--- src/hdl/cpu_pkg.sv ---
/*
 * constants for the clock and power unit pin and register slice:
 * register offsets, field positions, reset values, timing counts.
 * assumes an 8-bit register port with 10-bit byte addresses.
 */
package cpu_pkg;
   localparam logic [9:0] OFF_PLL_MULT    = 10'h034;
   localparam logic [9:0] OFF_REF_DIV     = 10'h035;
   localparam logic [9:0] OFF_POST_DIV    = 10'h036;
   localparam logic [9:0] OFF_FLAGS       = 10'h037;
   localparam logic [9:0] OFF_INT_EN      = 10'h038;
   localparam logic [9:0] OFF_CLK_SEL     = 10'h039;
   localparam logic [9:0] OFF_FREQ_MOD    = 10'h03a;
   localparam logic [9:0] OFF_RTI_RATE    = 10'h03b;
   localparam logic [9:0] OFF_WDOG_CTL    = 10'h03c;
   localparam logic [9:0] OFF_RSVD_A      = 10'h03d;
   localparam logic [9:0] OFF_RSVD_B      = 10'h03e;
   localparam logic [9:0] OFF_WDOG_SVC    = 10'h03f;
   localparam logic [9:0] OFF_TEMP_CTL    = 10'h2f0;
   localparam logic [9:0] OFF_LV_CTL      = 10'h2f1;
   localparam logic [9:0] OFF_PER_CTL     = 10'h2f2;
   localparam logic [9:0] OFF_OSC_CTL     = 10'h2fa;
   // implemented-bit masks
   localparam logic [7:0] MASK_REF_DIV    = 8'hcf;
   localparam logic [7:0] MASK_POST_DIV   = 8'h1f;
   localparam logic [7:0] MASK_INT_EN     = 8'h92;
   localparam logic [7:0] MASK_FREQ_MOD   = 8'h30;
   localparam logic [7:0] MASK_WDOG_CTL   = 8'hc7;
   localparam logic [7:0] MASK_TEMP_CTL   = 8'h2e;
   localparam logic [7:0] MASK_LV_CTL     = 8'h02;
   localparam logic [7:0] MASK_PER_CTL    = 8'h9e;
   localparam logic [7:0] MASK_OSC_CTL    = 8'h80;
   // field positions
   localparam int BIT_DBG_CLK_STOP        = 6;
   localparam int BIT_SENSE_SEL           = 5;
   localparam int BIT_PER_SEL             = 4;
   localparam int BIT_PER_EN              = 3;
   localparam int BIT_OSC_EN              = 7;
   localparam int BIT_RTI_DEC             = 7;
   // reset values and watchdog rate codes
   localparam logic [7:0] RST_PLL_MULT    = 8'h00;
   localparam logic [7:0] RST_REF_DIV     = 8'h00;
   localparam logic [7:0] RST_POST_DIV    = 8'h03;
   localparam logic [7:0] RST_CTRL        = 8'h00;
   localparam logic [2:0] WDOG_RATE_MAX   = 3'h7;
   localparam logic [2:0] WDOG_RATE_OFF   = 3'h0;
   // timing: reset pin pulse stretch; counter widths
   localparam int RST_PULSE_NS            = 64;
   localparam int CLK_PERIOD_NS           = 4;
   localparam int RST_PULSE_CYC           = (RST_PULSE_NS + CLK_PERIOD_NS - 1) / CLK_PERIOD_NS;
   localparam int RTI_W                   = 16;
   localparam int WDOG_W                  = 24;
endpackage : cpu_pkg

--- src/hdl/cpu_unit.sv ---
/*
 * clock and power unit slice: register map, debug freeze of the
 * realtime interrupt and watchdog counters, reset pin, crystal pin
 * pull-downs, periodic clock out pin and sense voltage select.
 * assumes an 8-bit register port, read data one cycle after strobe,
 * and analog pads that resolve the pin enables.
 */
// The strobed register port was left to the implementer.
//
// Function
// - freeze mode equals run, except two counters
// - debug stop bit halts both counters
// - debug may force longest watchdog timeout
// - external low reset asynchronously restarts device
// - internal resets pull reset pin low
// - oscillator clock follows crystal input when enabled
// - oscillator disabled enables crystal pin pull-downs
// - periodic pin drives selected clock when enabled
// - sense select picks temperature or bandgap voltage
`timescale 1ns/10ps
module cpu_unit (
   input  wire logic       ref_clk_i,               // 250 MHz clock
   input  wire logic       reset_n_i,               // sync reset, low active
   input  wire logic       clk_en_i,                // clock enable
   input  wire logic [9:0] addr_i,                  // register address
   input  wire logic [7:0] wdata_i,                 // write data
   input  wire logic       wr_i,                    // write strobe
   input  wire logic       rd_i,                    // read strobe
   output logic      [7:0] rdata_o,                 // read data
   input  wire logic       background_debug_i,      // debug active
   input  wire logic       force_wdog_max_i,        // debug forces longest timeout
   input  wire logic       int_reset_req_i,         // internal reset source pulse
   input  wire logic       reset_pin_i,             // reset pin level
   output logic            reset_pin_o,             // reset pin out value
   output logic            reset_pin_oe_o,          // reset pin drive enable
   output logic            async_reset_n_o,         // device reset from pin
   input  wire logic       crystal_input_pin_i,     // crystal input level
   output logic            loop_oscillator_clock_o, // oscillator clock
   output logic            crystal_pulldown_o,      // pull-down on both crystal pins
   input  wire logic       periodic_src_a_i,        // periodic clock source 0
   input  wire logic       periodic_src_b_i,        // periodic clock source 1
   output logic            periodic_clock_out_pin_o,    // periodic clock out
   output logic            periodic_clock_out_oe_o,     // periodic clock drive
   output logic            sense_voltage_select_o,  // 1 bandgap, 0 temp sensor
   output logic            rti_tick_o,              // realtime counter wrap
   output logic            wdog_timeout_o           // watchdog expired
);
   logic [7:0]  pll_multiplier;
   logic [7:0]  reference_divider;
   logic [7:0]  pll_post_divider;
   logic [7:0]  interrupt_enables;
   logic [7:0]  clock_source_select;
   logic [7:0]  frequency_modulation;
   logic [7:0]  realtime_interrupt_rate;
   logic [7:0]  watchdog_control;
   logic [7:0]  temperature_control;
   logic [7:0]  low_voltage_control;
   logic [7:0]  periodic_interrupt_control;
   logic [7:0]  osc_control;
   logic [7:0]  next_rdata;
   logic        rst_pin_s;
   logic        crystal_output_pin_s;
   logic        src_a_s;
   logic        src_b_s;
   logic        dbg_s;
   logic        freeze;
   localparam int RTI_W_L  = cpu_pkg::RTI_W;
   localparam int WDOG_W_L = cpu_pkg::WDOG_W;
   logic [RTI_W_L-1:0]  rti_cnt;
   logic [WDOG_W_L-1:0] wdog_cnt;
   logic [2:0]  wdog_rate;
   logic [4:0]  rst_stretch;
   logic        wdog_svc;
   logic [1:0]  own_drive;

   cpu_sync2 u_sync_rst (.ref_clk_i(ref_clk_i), .clk_en_i(clk_en_i), .d_i(reset_pin_i), .q_o(rst_pin_s));
   cpu_sync2 u_sync_crystal_output_pin (.ref_clk_i(ref_clk_i), .clk_en_i(clk_en_i), .d_i(crystal_input_pin_i), .q_o(crystal_output_pin_s));
   cpu_sync2 u_sync_pa (.ref_clk_i(ref_clk_i), .clk_en_i(clk_en_i), .d_i(periodic_src_a_i), .q_o(src_a_s));
   cpu_sync2 u_sync_pb (.ref_clk_i(ref_clk_i), .clk_en_i(clk_en_i), .d_i(periodic_src_b_i), .q_o(src_b_s));
   cpu_sync2 u_sync_dbg (.ref_clk_i(ref_clk_i), .clk_en_i(clk_en_i), .d_i(background_debug_i), .q_o(dbg_s));

   // register writes, reserved bits masked off
   always_ff @(posedge ref_clk_i) begin
      if (!reset_n_i) begin
         pll_multiplier             <= cpu_pkg::RST_PLL_MULT;
         reference_divider          <= cpu_pkg::RST_REF_DIV;
         pll_post_divider           <= cpu_pkg::RST_POST_DIV;
         interrupt_enables          <= cpu_pkg::RST_CTRL;
         clock_source_select        <= cpu_pkg::RST_CTRL;
         frequency_modulation       <= cpu_pkg::RST_CTRL;
         realtime_interrupt_rate    <= cpu_pkg::RST_CTRL;
         watchdog_control           <= cpu_pkg::RST_CTRL;
         temperature_control        <= cpu_pkg::RST_CTRL;
         low_voltage_control        <= cpu_pkg::RST_CTRL;
         periodic_interrupt_control <= cpu_pkg::RST_CTRL;
         osc_control                <= cpu_pkg::RST_CTRL;
      end else if (clk_en_i && wr_i) begin
         if (addr_i == cpu_pkg::OFF_PLL_MULT) begin
            pll_multiplier <= wdata_i;
         end else if (addr_i == cpu_pkg::OFF_REF_DIV) begin
            reference_divider <= wdata_i & cpu_pkg::MASK_REF_DIV;
         end else if (addr_i == cpu_pkg::OFF_POST_DIV) begin
            pll_post_divider <= wdata_i & cpu_pkg::MASK_POST_DIV;
         end else if (addr_i == cpu_pkg::OFF_INT_EN) begin
            interrupt_enables <= wdata_i & cpu_pkg::MASK_INT_EN;
         end else if (addr_i == cpu_pkg::OFF_CLK_SEL) begin
            clock_source_select <= wdata_i;
         end else if (addr_i == cpu_pkg::OFF_FREQ_MOD) begin
            frequency_modulation <= wdata_i & cpu_pkg::MASK_FREQ_MOD;
         end else if (addr_i == cpu_pkg::OFF_RTI_RATE) begin
            realtime_interrupt_rate <= wdata_i;
         end else if (addr_i == cpu_pkg::OFF_WDOG_CTL) begin
            watchdog_control <= wdata_i & cpu_pkg::MASK_WDOG_CTL;
         end else if (addr_i == cpu_pkg::OFF_TEMP_CTL) begin
            temperature_control <= wdata_i & cpu_pkg::MASK_TEMP_CTL;
         end else if (addr_i == cpu_pkg::OFF_LV_CTL) begin
            low_voltage_control <= wdata_i & cpu_pkg::MASK_LV_CTL;
         end else if (addr_i == cpu_pkg::OFF_PER_CTL) begin
            periodic_interrupt_control <= wdata_i & cpu_pkg::MASK_PER_CTL;
         end else if (addr_i == cpu_pkg::OFF_OSC_CTL) begin
            osc_control <= wdata_i & cpu_pkg::MASK_OSC_CTL;
         end
      end
   end

   // watchdog service write pulse
   always_ff @(posedge ref_clk_i) begin
      if (!reset_n_i) begin
         wdog_svc <= 1'b0;
      end else if (clk_en_i) begin
         wdog_svc <= wr_i && (addr_i == cpu_pkg::OFF_WDOG_SVC);
      end
   end

   // read decode; unmapped and reserved read zero
   always_comb begin
      next_rdata = 8'h00;
      if (addr_i == cpu_pkg::OFF_PLL_MULT) begin
         next_rdata = pll_multiplier;
      end else if (addr_i == cpu_pkg::OFF_REF_DIV) begin
         next_rdata = reference_divider;
      end else if (addr_i == cpu_pkg::OFF_POST_DIV) begin
         next_rdata = pll_post_divider;
      end else if (addr_i == cpu_pkg::OFF_FLAGS) begin
         next_rdata = {rti_tick_o, 7'h00};
      end else if (addr_i == cpu_pkg::OFF_INT_EN) begin
         next_rdata = interrupt_enables;
      end else if (addr_i == cpu_pkg::OFF_CLK_SEL) begin
         next_rdata = clock_source_select;
      end else if (addr_i == cpu_pkg::OFF_FREQ_MOD) begin
         next_rdata = frequency_modulation;
      end else if (addr_i == cpu_pkg::OFF_RTI_RATE) begin
         next_rdata = realtime_interrupt_rate;
      end else if (addr_i == cpu_pkg::OFF_WDOG_CTL) begin
         next_rdata = {watchdog_control[7:3], wdog_rate};
      end else if (addr_i == cpu_pkg::OFF_TEMP_CTL) begin
         next_rdata = temperature_control;
      end else if (addr_i == cpu_pkg::OFF_LV_CTL) begin
         next_rdata = low_voltage_control;
      end else if (addr_i == cpu_pkg::OFF_PER_CTL) begin
         next_rdata = periodic_interrupt_control;
      end else if (addr_i == cpu_pkg::OFF_OSC_CTL) begin
         next_rdata = osc_control;
      end
   end

   always_ff @(posedge ref_clk_i) begin
      if (!reset_n_i) begin
         rdata_o <= 8'h00;
      end else if (clk_en_i) begin
         rdata_o <= rd_i ? next_rdata : 8'h00;
      end
   end

   // counters freeze only in debug with the stop bit set
   assign freeze = dbg_s && watchdog_control[cpu_pkg::BIT_DBG_CLK_STOP];
   // debug may force the longest rate
   assign wdog_rate = (dbg_s && force_wdog_max_i) ? cpu_pkg::WDOG_RATE_MAX : watchdog_control[2:0];

   always_ff @(posedge ref_clk_i) begin
      if (!reset_n_i) begin
         rti_cnt    <= '0;
         rti_tick_o <= 1'b0;
      end else if (clk_en_i) begin
         rti_tick_o <= 1'b0;
         if (!freeze && realtime_interrupt_rate != 8'h00) begin
            if (rti_cnt[RTI_W_L-1:8] == {1'b0, realtime_interrupt_rate[6:0]}) begin
               rti_cnt    <= '0;
               rti_tick_o <= 1'b1;
            end else begin
               rti_cnt <= rti_cnt + 1'b1;
            end
         end
      end
   end

   // watchdog: timeout at 2^(9+2*rate) cycles
   always_ff @(posedge ref_clk_i) begin
      if (!reset_n_i) begin
         wdog_cnt       <= '0;
         wdog_timeout_o <= 1'b0;
      end else if (clk_en_i) begin
         wdog_timeout_o <= 1'b0;
         if (wdog_svc || wdog_rate == cpu_pkg::WDOG_RATE_OFF) begin
            wdog_cnt <= '0;
         end else if (!freeze) begin
            if (wdog_cnt[5'(9 + 2 * wdog_rate)]) begin
               wdog_cnt       <= '0;
               wdog_timeout_o <= 1'b1;
            end else begin
               wdog_cnt <= wdog_cnt + 1'b1;
            end
         end
      end
   end

   // reset pin: stretched open-drain low on internal reset
   always_ff @(posedge ref_clk_i) begin
      if (!reset_n_i) begin
         rst_stretch    <= 5'h00;
         reset_pin_oe_o <= 1'b0;
      end else if (clk_en_i) begin
         if (int_reset_req_i || wdog_timeout_o) begin
            rst_stretch <= 5'(cpu_pkg::RST_PULSE_CYC);
         end else if (rst_stretch != 5'h00) begin
            rst_stretch <= rst_stretch - 1'b1;
         end
         reset_pin_oe_o <= int_reset_req_i || wdog_timeout_o || (rst_stretch > 5'h01);
      end
   end

   always_ff @(posedge ref_clk_i) begin
      reset_pin_o <= 1'b0;
   end

   // synced pin lags own release by two edges; mask that tail
   always_ff @(posedge ref_clk_i) begin
      if (!reset_n_i) begin
         own_drive <= 2'h0;
      end else if (clk_en_i) begin
         own_drive <= {own_drive[0], reset_pin_oe_o};
      end
   end

   // external low on the pin restarts the device
   always_ff @(posedge ref_clk_i) begin
      if (clk_en_i) begin
         async_reset_n_o <= rst_pin_s || reset_pin_oe_o || (own_drive != 2'h0);
      end
   end

   // crystal path and pull-downs
   always_ff @(posedge ref_clk_i) begin
      if (!reset_n_i) begin
         loop_oscillator_clock_o <= 1'b0;
         crystal_pulldown_o      <= 1'b1;
      end else if (clk_en_i) begin
         loop_oscillator_clock_o <= osc_control[cpu_pkg::BIT_OSC_EN] & crystal_output_pin_s;
         crystal_pulldown_o      <= !osc_control[cpu_pkg::BIT_OSC_EN];
      end
   end

   // periodic clock output and sense selection
   always_ff @(posedge ref_clk_i) begin
      if (!reset_n_i) begin
         periodic_clock_out_pin_o <= 1'b0;
         periodic_clock_out_oe_o  <= 1'b0;
         sense_voltage_select_o   <= 1'b0;
      end else if (clk_en_i) begin
         periodic_clock_out_oe_o <= periodic_interrupt_control[cpu_pkg::BIT_PER_EN];
         periodic_clock_out_pin_o <= periodic_interrupt_control[cpu_pkg::BIT_PER_EN] &&
            (periodic_interrupt_control[cpu_pkg::BIT_PER_SEL] ? src_b_s : src_a_s);
         sense_voltage_select_o <= temperature_control[cpu_pkg::BIT_SENSE_SEL];
      end
   end

   AST_PIN_OE_FOLLOWS_EN: assert property (@(posedge ref_clk_i) disable iff (!reset_n_i)
      clk_en_i |=> periodic_clock_out_oe_o == $past(periodic_interrupt_control[cpu_pkg::BIT_PER_EN]))
      else $error("periodic pin enable wrong");
   AST_PIN_QUIET_OFF: assert property (@(posedge ref_clk_i) disable iff (!reset_n_i)
      !periodic_clock_out_oe_o |-> !periodic_clock_out_pin_o)
      else $error("periodic pin toggles while off");
   AST_PULLDOWN: assert property (@(posedge ref_clk_i) disable iff (!reset_n_i)
      clk_en_i |=> crystal_pulldown_o == !$past(osc_control[cpu_pkg::BIT_OSC_EN]))
      else $error("pull-down not matching enable");
   AST_OSC_GATED: assert property (@(posedge ref_clk_i) disable iff (!reset_n_i)
      crystal_pulldown_o |-> !loop_oscillator_clock_o)
      else $error("oscillator clock runs while disabled");
   AST_FREEZE_WDOG: assert property (@(posedge ref_clk_i) disable iff (!reset_n_i)
      (clk_en_i && freeze && !wdog_svc && wdog_rate != 3'h0) |=> $stable(wdog_cnt))
      else $error("watchdog runs while frozen");
   AST_FREEZE_RTI: assert property (@(posedge ref_clk_i) disable iff (!reset_n_i)
      (clk_en_i && freeze) |=> $stable(rti_cnt) && !rti_tick_o)
      else $error("realtime counter runs while frozen");
   AST_FORCE_MAX: assert property (@(posedge ref_clk_i) disable iff (!reset_n_i)
      (dbg_s && force_wdog_max_i) |-> wdog_rate == 3'h7)
      else $error("watchdog not forced to longest");
   AST_RESET_PIN: assert property (@(posedge ref_clk_i) disable iff (!reset_n_i)
      (clk_en_i && int_reset_req_i) |=> reset_pin_oe_o && !reset_pin_o)
      else $error("reset pin not pulled low");
   AST_SENSE: assert property (@(posedge ref_clk_i) disable iff (!reset_n_i)
      clk_en_i |=> sense_voltage_select_o == $past(temperature_control[cpu_pkg::BIT_SENSE_SEL]))
      else $error("sense select mismatch");
   AST_RSVD_ZERO: assert property (@(posedge ref_clk_i) disable iff (!reset_n_i)
      (clk_en_i && rd_i && (addr_i == cpu_pkg::OFF_RSVD_A || addr_i == cpu_pkg::OFF_RSVD_B)) |=> rdata_o == 8'h00)
      else $error("reserved register reads nonzero");
endmodule : cpu_unit

--- src/hdl/cpu_sync2.sv ---
/*
 * two-flop synchroniser for one level from outside the clock domain.
 * assumes a free-running clock; the enable freezes both stages.
 */
`timescale 1ns/10ps
module cpu_sync2 (
   input  wire logic ref_clk_i,   // system clock
   input  wire logic clk_en_i,    // clock enable
   input  wire logic d_i,         // async level
   output logic      q_o          // synchronised level
);
   logic meta;

   always_ff @(posedge ref_clk_i) begin
      if (clk_en_i) begin
         meta <= d_i;
         q_o  <= meta;
      end
   end
endmodule : cpu_sync2

--- config.mk ---
export PLATFORM = sky130hd
export DESIGN_NAME = cpu_unit
export DESIGN_NICKNAME = d
export VERILOG_FILES = /design/src/hdl/cpu_pkg.sv /design/src/hdl/cpu_unit.sv /design/src/hdl/cpu_sync2.sv
export SDC_FILE = /design/constraint.sdc
export NUM_CORES = 1
export LEC_CHECK = 0
export BUFFER_PORTS_ARGS = -buffer_cell sky130_fd_sc_hd__buf_4
export CAP_MARGIN = 20
export CORE_MARGIN = 2
export CORE_UTILIZATION = 55
export DETAILED_ROUTE_END_ITERATION = 8
export GPL_TIMING_DRIVEN = 0
export PLACE_DENSITY = 0.74
export SYNTH_ARGS = -nofsm -noshare
export SYNTH_HDL_FRONTEND = slang
export SYNTH_SLANG_ARGS = --single-unit
--- constraint.sdc ---
create_clock -name ref_clk_i -period 4.14 [get_ports ref_clk_i]
set_input_delay 0.828 -clock ref_clk_i [delete_from_list [all_inputs] [get_ports ref_clk_i]]
set_output_delay 0.828 -clock ref_clk_i [all_outputs]
set_load 0.005 [all_outputs]
== Word level (Yosys, flattened, before mapping) ==
Cells that the tools add are included.
Cells by class
  add/subtract/negate cells: 4
  order comparisons: 2
  eq/ne operators: 16
  multiplexer cells: 29
  bitwise gates (word level): 12
  reductions and logical operators: 33
Operators by type and width (number)
  $mux W8: 14
  $eq A10 B6 Y1 const B: 10
  $mux W24: 3
  $eq A10 B10 Y1 const B: 4
  $add A24 B1 Y24 const B: 1
  $add A16 B1 Y16 const B: 1
  $mux W16: 1
  $reduce_and A13 Y1: 1
  $reduce_and A12 Y1: 1
  $not A1 Y1: 11
  $reduce_and A11 Y1: 1
  $mux W5: 2
  $reduce_and A10 Y1: 1
  $reduce_and A9 Y1: 1
  $eq A8 B7 Y1: 1
  $reduce_and A2 Y1: 4
  $reduce_and A8 Y1: 1
  $reduce_bool A8 Y1: 1
  $mux W1: 7
  $reduce_and A7 Y1: 1
  $logic_and A1 B1 Y1: 6
  $lt A5 B6 Y1 const B: 1
  $reduce_and A6 Y1: 1
  $add A4 B4 Y5 const A: 1
  14 further kinds: 20
Word-level totals
  register bits: 131
  input port bits: 30
  logic and storage cells: 133

== Longest topological paths before layout ==
  word-level depth: 15
  gate-level depth with buffers: 8

== Modules after synthesis ==
A second synthesis with hierarchy kept.
Unflattened totals
  cells, all modules: 701
  area total of the unflattened synthesis: 6556.3 um^2
By module, submodules not included
  cpu_unit: instances 1, cells each 691, area an instance 6256.0 um^2
  cpu_sync2: instances 5, cells each 2, area an instance 60.1 um^2

== Worst setup path before layout ==
OpenSTA, ideal clock, no wires.
  kind: input-to-reg
  from: in addr_i[2]
  to: reg rdata_o[2]
  data arrival time: 2.394 ns
  required time: 4.026 ns
  slack: 1.632 ns
  stages: 7
  buffers on the path: 1
  path through: buf_4 -> nor4b_4 -> and2_4 -> nand2_4 -> o221a_1 -> a32oi_1 -> a21bo_1
On the way
  longest elaborated chain between the ends: 14
  elaborated cells on any way between the ends: 25
  those cells by class: eq/ne (12); mux (13)
RTL lines
  start: declaration: line cpu_unit.sv:25  | input wire logic [9:0] addr_i,
  $eq A10 B10 Y1: line cpu_unit.sv:160  | end else if (addr_i == cpu_pkg::OFF_PER_CTL) begin
  $mux W8: line cpu_unit.sv:160
  $mux W8: line cpu_unit.sv:158  | end else if (addr_i == cpu_pkg::OFF_LV_CTL) begin
  $mux W8: line cpu_unit.sv:156  | end else if (addr_i == cpu_pkg::OFF_TEMP_CTL) begin
  $mux W8: line cpu_unit.sv:154  | end else if (addr_i == cpu_pkg::OFF_WDOG_CTL) begin
  $mux W8: line cpu_unit.sv:152  | end else if (addr_i == cpu_pkg::OFF_RTI_RATE) begin
  $mux W8: line cpu_unit.sv:150  | end else if (addr_i == cpu_pkg::OFF_FREQ_MOD) begin
  $mux W8: line cpu_unit.sv:148  | end else if (addr_i == cpu_pkg::OFF_CLK_SEL) begin
  $mux W8: line cpu_unit.sv:146  | end else if (addr_i == cpu_pkg::OFF_INT_EN) begin
  $mux W8: line cpu_unit.sv:144  | end else if (addr_i == cpu_pkg::OFF_FLAGS) begin
  $mux W8: line cpu_unit.sv:142  | end else if (addr_i == cpu_pkg::OFF_POST_DIV) begin
  $mux W8: line cpu_unit.sv:140  | end else if (addr_i == cpu_pkg::OFF_REF_DIV) begin
  $mux W8 *: line cpu_unit.sv:138  | if (addr_i == cpu_pkg::OFF_PLL_MULT) begin
  $mux W8 *: line cpu_unit.sv:171  | rdata_o <= rd_i ? next_rdata : 8'h00;
  end signal: assignment: line cpu_unit.sv:171
  end: declaration: line cpu_unit.sv:29  | output logic [7:0] rdata_o,
Mark *: on every way between the ends. The rest lies on a longest branch, timed or not.
A chain may end at the register's enable or synchronous reset.

== Final worst setup path ==
  from: in addr_i[9]
  to: reg rdata_o[2]
The elaborated chain is that of the path after synthesis.

==> impl_metrics.csv <==
group,metric,value,unit
route,first_pass_iters,5,
sta,fmax,0.402,GHz
worst_setup_path,required,4.45,ns
final_layout,drive_gt1_frac,0.134,
sta,finalCritPeriodShare,0.601,
place,placed_area,6840,sq um
final_layout,layout_common_cells,"120 x dfxtp_1, 83 x nand2_1, 54 x nor2_1",
grt,grt_max_degree,17,
yosys,yosysUniqueCellTypes,73,
clock_network,cts_resized,0,
clock_network,cts.sinks,131,
worst_setup_path,cp_max_fo,10,
grt,first_global_vias,5104,
floorplanning,rows,39,
worst_hold_path,hold_end,"u_sync_dbg.q_o$_DFFE_PP_",
sta,hold_viol_final,0,
place,gp_congestion,0.918,
yosys,synth_top_area_frac,0.378,
grt,use_met1,0.362,
route,wl,16700,um
clock_network,cts_tree,"done",
power_and_ir_drop,power.density,395,nW/um^2
worst_setup_path,rr_worst_depth,7,
power_and_ir_drop,peakVddDrop,0.000482,V
status,status,"complete, no violations",
worst_setup_path,rr_endpoint,"wdog_cnt[16]$_SDFFE_PN0P_",
worst_setup_path,timing.rr.start,"watchdog_control[0]$_SDFFE_PN0P_",
final_layout,fin_nets,796,
route,wl_per_cell,18.2,um
sta,tns,0,ns
place,dp_hpwl,11800,um
final_layout,area_growth,16.3,%
worst_setup_path,critPathArrivalTime,2.80,ns
route,route.detailed.drc,0,
place,io_buffer_count,40,
clock_network,ctsHoldBuffers,0,
clock_network,postCtsSetupBuffers,0,
floorplanning,num_io_pins,48,
yosys,syn-num-nets,737,
yosys,yosys.area.top_type,"dfxtp_1",
worst_setup_path,crit_path_end_kind,"register",
clock_network,clk_pin_slew,0.06,ns
sta,min_period,2.49,ns
yosys,syn_area,6360,sq um
worst_setup_path,startpoint_type,"input port",
floorplanning,start_util,0.560,
final_layout,layout_commonest_cell,"dfxtp_1",
worst_hold_path,hold_path.class,"reg2reg",
grt,antenna_found_initial,0,
worst_setup_path,rrSetupSlack,1.82,ns
yosys,ys_warn_count,0,
grt,grt_pass1_wl,26800,um
yosys,synth_seq_cells,131,
route,ant_nets,0,
final_layout,instances_no_fill,917,
grt,gr-usage-met2,0.440,
sta,fin_worst_skew,0.00658,ns
sta,setup_viol,0,
sta,slew_headroom,0.368,
sta,tightest_slew,0.940,ns
grt,grt-ovfl-total,0,
route,drt_iter0_drc,452,
clock_network,clk_path_buf_depth,2,
worst_setup_path,crit_type,"in2reg",
power_and_ir_drop,leakage,2.89,nW
grt,top_usage_layer,"met2",
yosys,syn_area_per_cell,9.06,sq um
clock_network,insertion_delay,0.42,ns
sta,drv_slew,0,
job,maxCapViolCount,0,
final_layout,insertedDiodeCount,0,
worst_hold_path,min-delay-start,"u_sync_dbg.meta$_DFFE_PP_",
final_layout,final_area,7400,sq um
floorplanning,dieWidth,112,um
yosys,synthArstFlopShare,0,
floorplanning,core_area,11400,sq um
grt,globalRouteTotalUtil,0.274,
place,dp_cells,885,
route,via_count,5391,
clock_network,cts_buffers,17,
yosys,synth_edf_count,11,
clock_network,htreeDepth,4,
yosys,synth_ff_type,"dfxtp_1",
final_layout,n_fill_cell,975,
yosys,synth_cells,702,
yosys,synth.area.top_cells,"dfxtp_1 38%, mux2i_1 6.8%, edfxtp_1 5.2%, nand2_1 4.9%, xor2_1 4.5%",
power_and_ir_drop,p_total,2.92,mW
route,vias_per_cell,5.88,
yosys,seq_area_frac_synth,0.429,
sta,rsz0062_at_grt,"no",
final_layout,final_util,0.651,
floorplanning,die_h,112,um
worst_hold_path,holdPathStages,0,
clock_network,cts-root-buf,"clkbuf_16",
floorplanning,dieArea,12400,sq um
grt,grtUsageMet3,0.0610,
## state kept, by name, indices dropped and copies added (netlist names), 2 cells and up
register,count
frequency_modulation,2
rst_stretch,5
rdata_o,8
periodic_interrupt_control,5
clock_source_select,8
wdog_cnt,24
pll_post_divider,5
pll_multiplier,8
reference_divider,6
watchdog_control,5
temperature_control,4
realtime_interrupt_rate,8
own_drive,2
interrupt_enables,3
rti_cnt,16
## synthesized netlist by cell type, types with 5 or more instances
| library cell | count |
|---|---|
| nand2_1 | 83 |
| mux2i_1 | 43 |
| and4_1 | 8 |
| nor2b_1 | 43 |
| inv_1 | 8 |
| edfxtp_1 | 11 |
| a21boi_0 | 29 |
| dfxtp_1 | 120 |
| xor2_1 | 33 |
| nand2b_1 | 6 |
| ha_1 | 5 |
| nand3_1 | 45 |
| and2_1 | 11 |
| a211oi_1 | 5 |
| nor4_1 | 6 |
| nor2_1 | 54 |
| a31oi_1 | 9 |
| a21oi_1 | 24 |
| nand4_1 | 11 |
| nor3_1 | 10 |
| clkbuf_1 | 26 |
| and3_1 | 11 |
| o21ai_0 | 18 |
## power by group
group	total (mW)	internal (mW)	switching, mW
logic	0.182	0.0692	0.113
registers	1.31	1.30	0.0104
clock network	1.44	0.889	0.546
total	2.92	2.25	0.670
## per-layer routing
metal	vias up	wire [um]	part of all wire
met1	2579	7370	0.44
met2	177	7950	0.48
met5	-	0	0
met3	29	1010	0.060
met4	0	383	0.023
li1	2606	-	-
## how the worst max path moves through the flow
stage	slack (ns)	start	end
2_1_floorplan	1.63	addr_i[2]	rdata_o[2]$_SDFFE_PN0P_
3_3_place_gp	1.26	addr_i[9]	rdata_o[2]$_SDFFE_PN0P_
3_5_place_dp	1.25	addr_i[9]	rdata_o[2]$_SDFFE_PN0P_
4_1_cts	1.71	addr_i[9]	rdata_o[2]$_SDFFE_PN0P_
5_1_grt	1.56	clk_en_i	rti_cnt[14]$_SDFFE_PN0P_
6_report	1.65	addr_i[9]	rdata_o[2]$_SDFFE_PN0P_
## layout make-up
cell class | instances | area (sq um) | area share
well taps | 143 | 179 | 0.0242
plain buffers | 38 | 200 | 0.0270
inverters | 8 | 30.0 | 0.00406
multi-input cells | 525 | 3400 | 0.459
clock inverters | 12 | 114 | 0.0154
clock buffers | 20 | 447 | 0.0603
flip-flops and latches | 131 | 2730 | 0.369
repair buffers | 40 | 300 | 0.0406
## critical path: stages
cell and delay (ns):
buf_4 0.15, nor4b_4 0.64, and2_4 0.31, nand2_4 0.11, o221a_1 0.35, a32oi_1 0.20, a21bo_1 0.21
## logic make-up after synthesis
group	share of synthesized area
and+or+nand+nor	0.260
DFF	0.429
AOI/OAI and AO/OA	0.135
muxes	0.0783
buffers and inverters	0.0362
xor gates and xnor gates	0.0509
adders and majority gates	0.00983
other	0.000589
## through the flow
| stage | hold slack (ns) | setup slack [ns] |
|---|---|---|
| after detailed placement | 0.412 | 1.25 |
| after floorplan | 0.400 | 1.63 |
| final | 0.424 | 1.65 |
| after global routing | 0.436 | 1.56 |
| after CTS | 0.426 | 1.71 |
| after global placement | 0.402 | 1.26 |
Note: power is estimated with default switching activity, not from simulation.
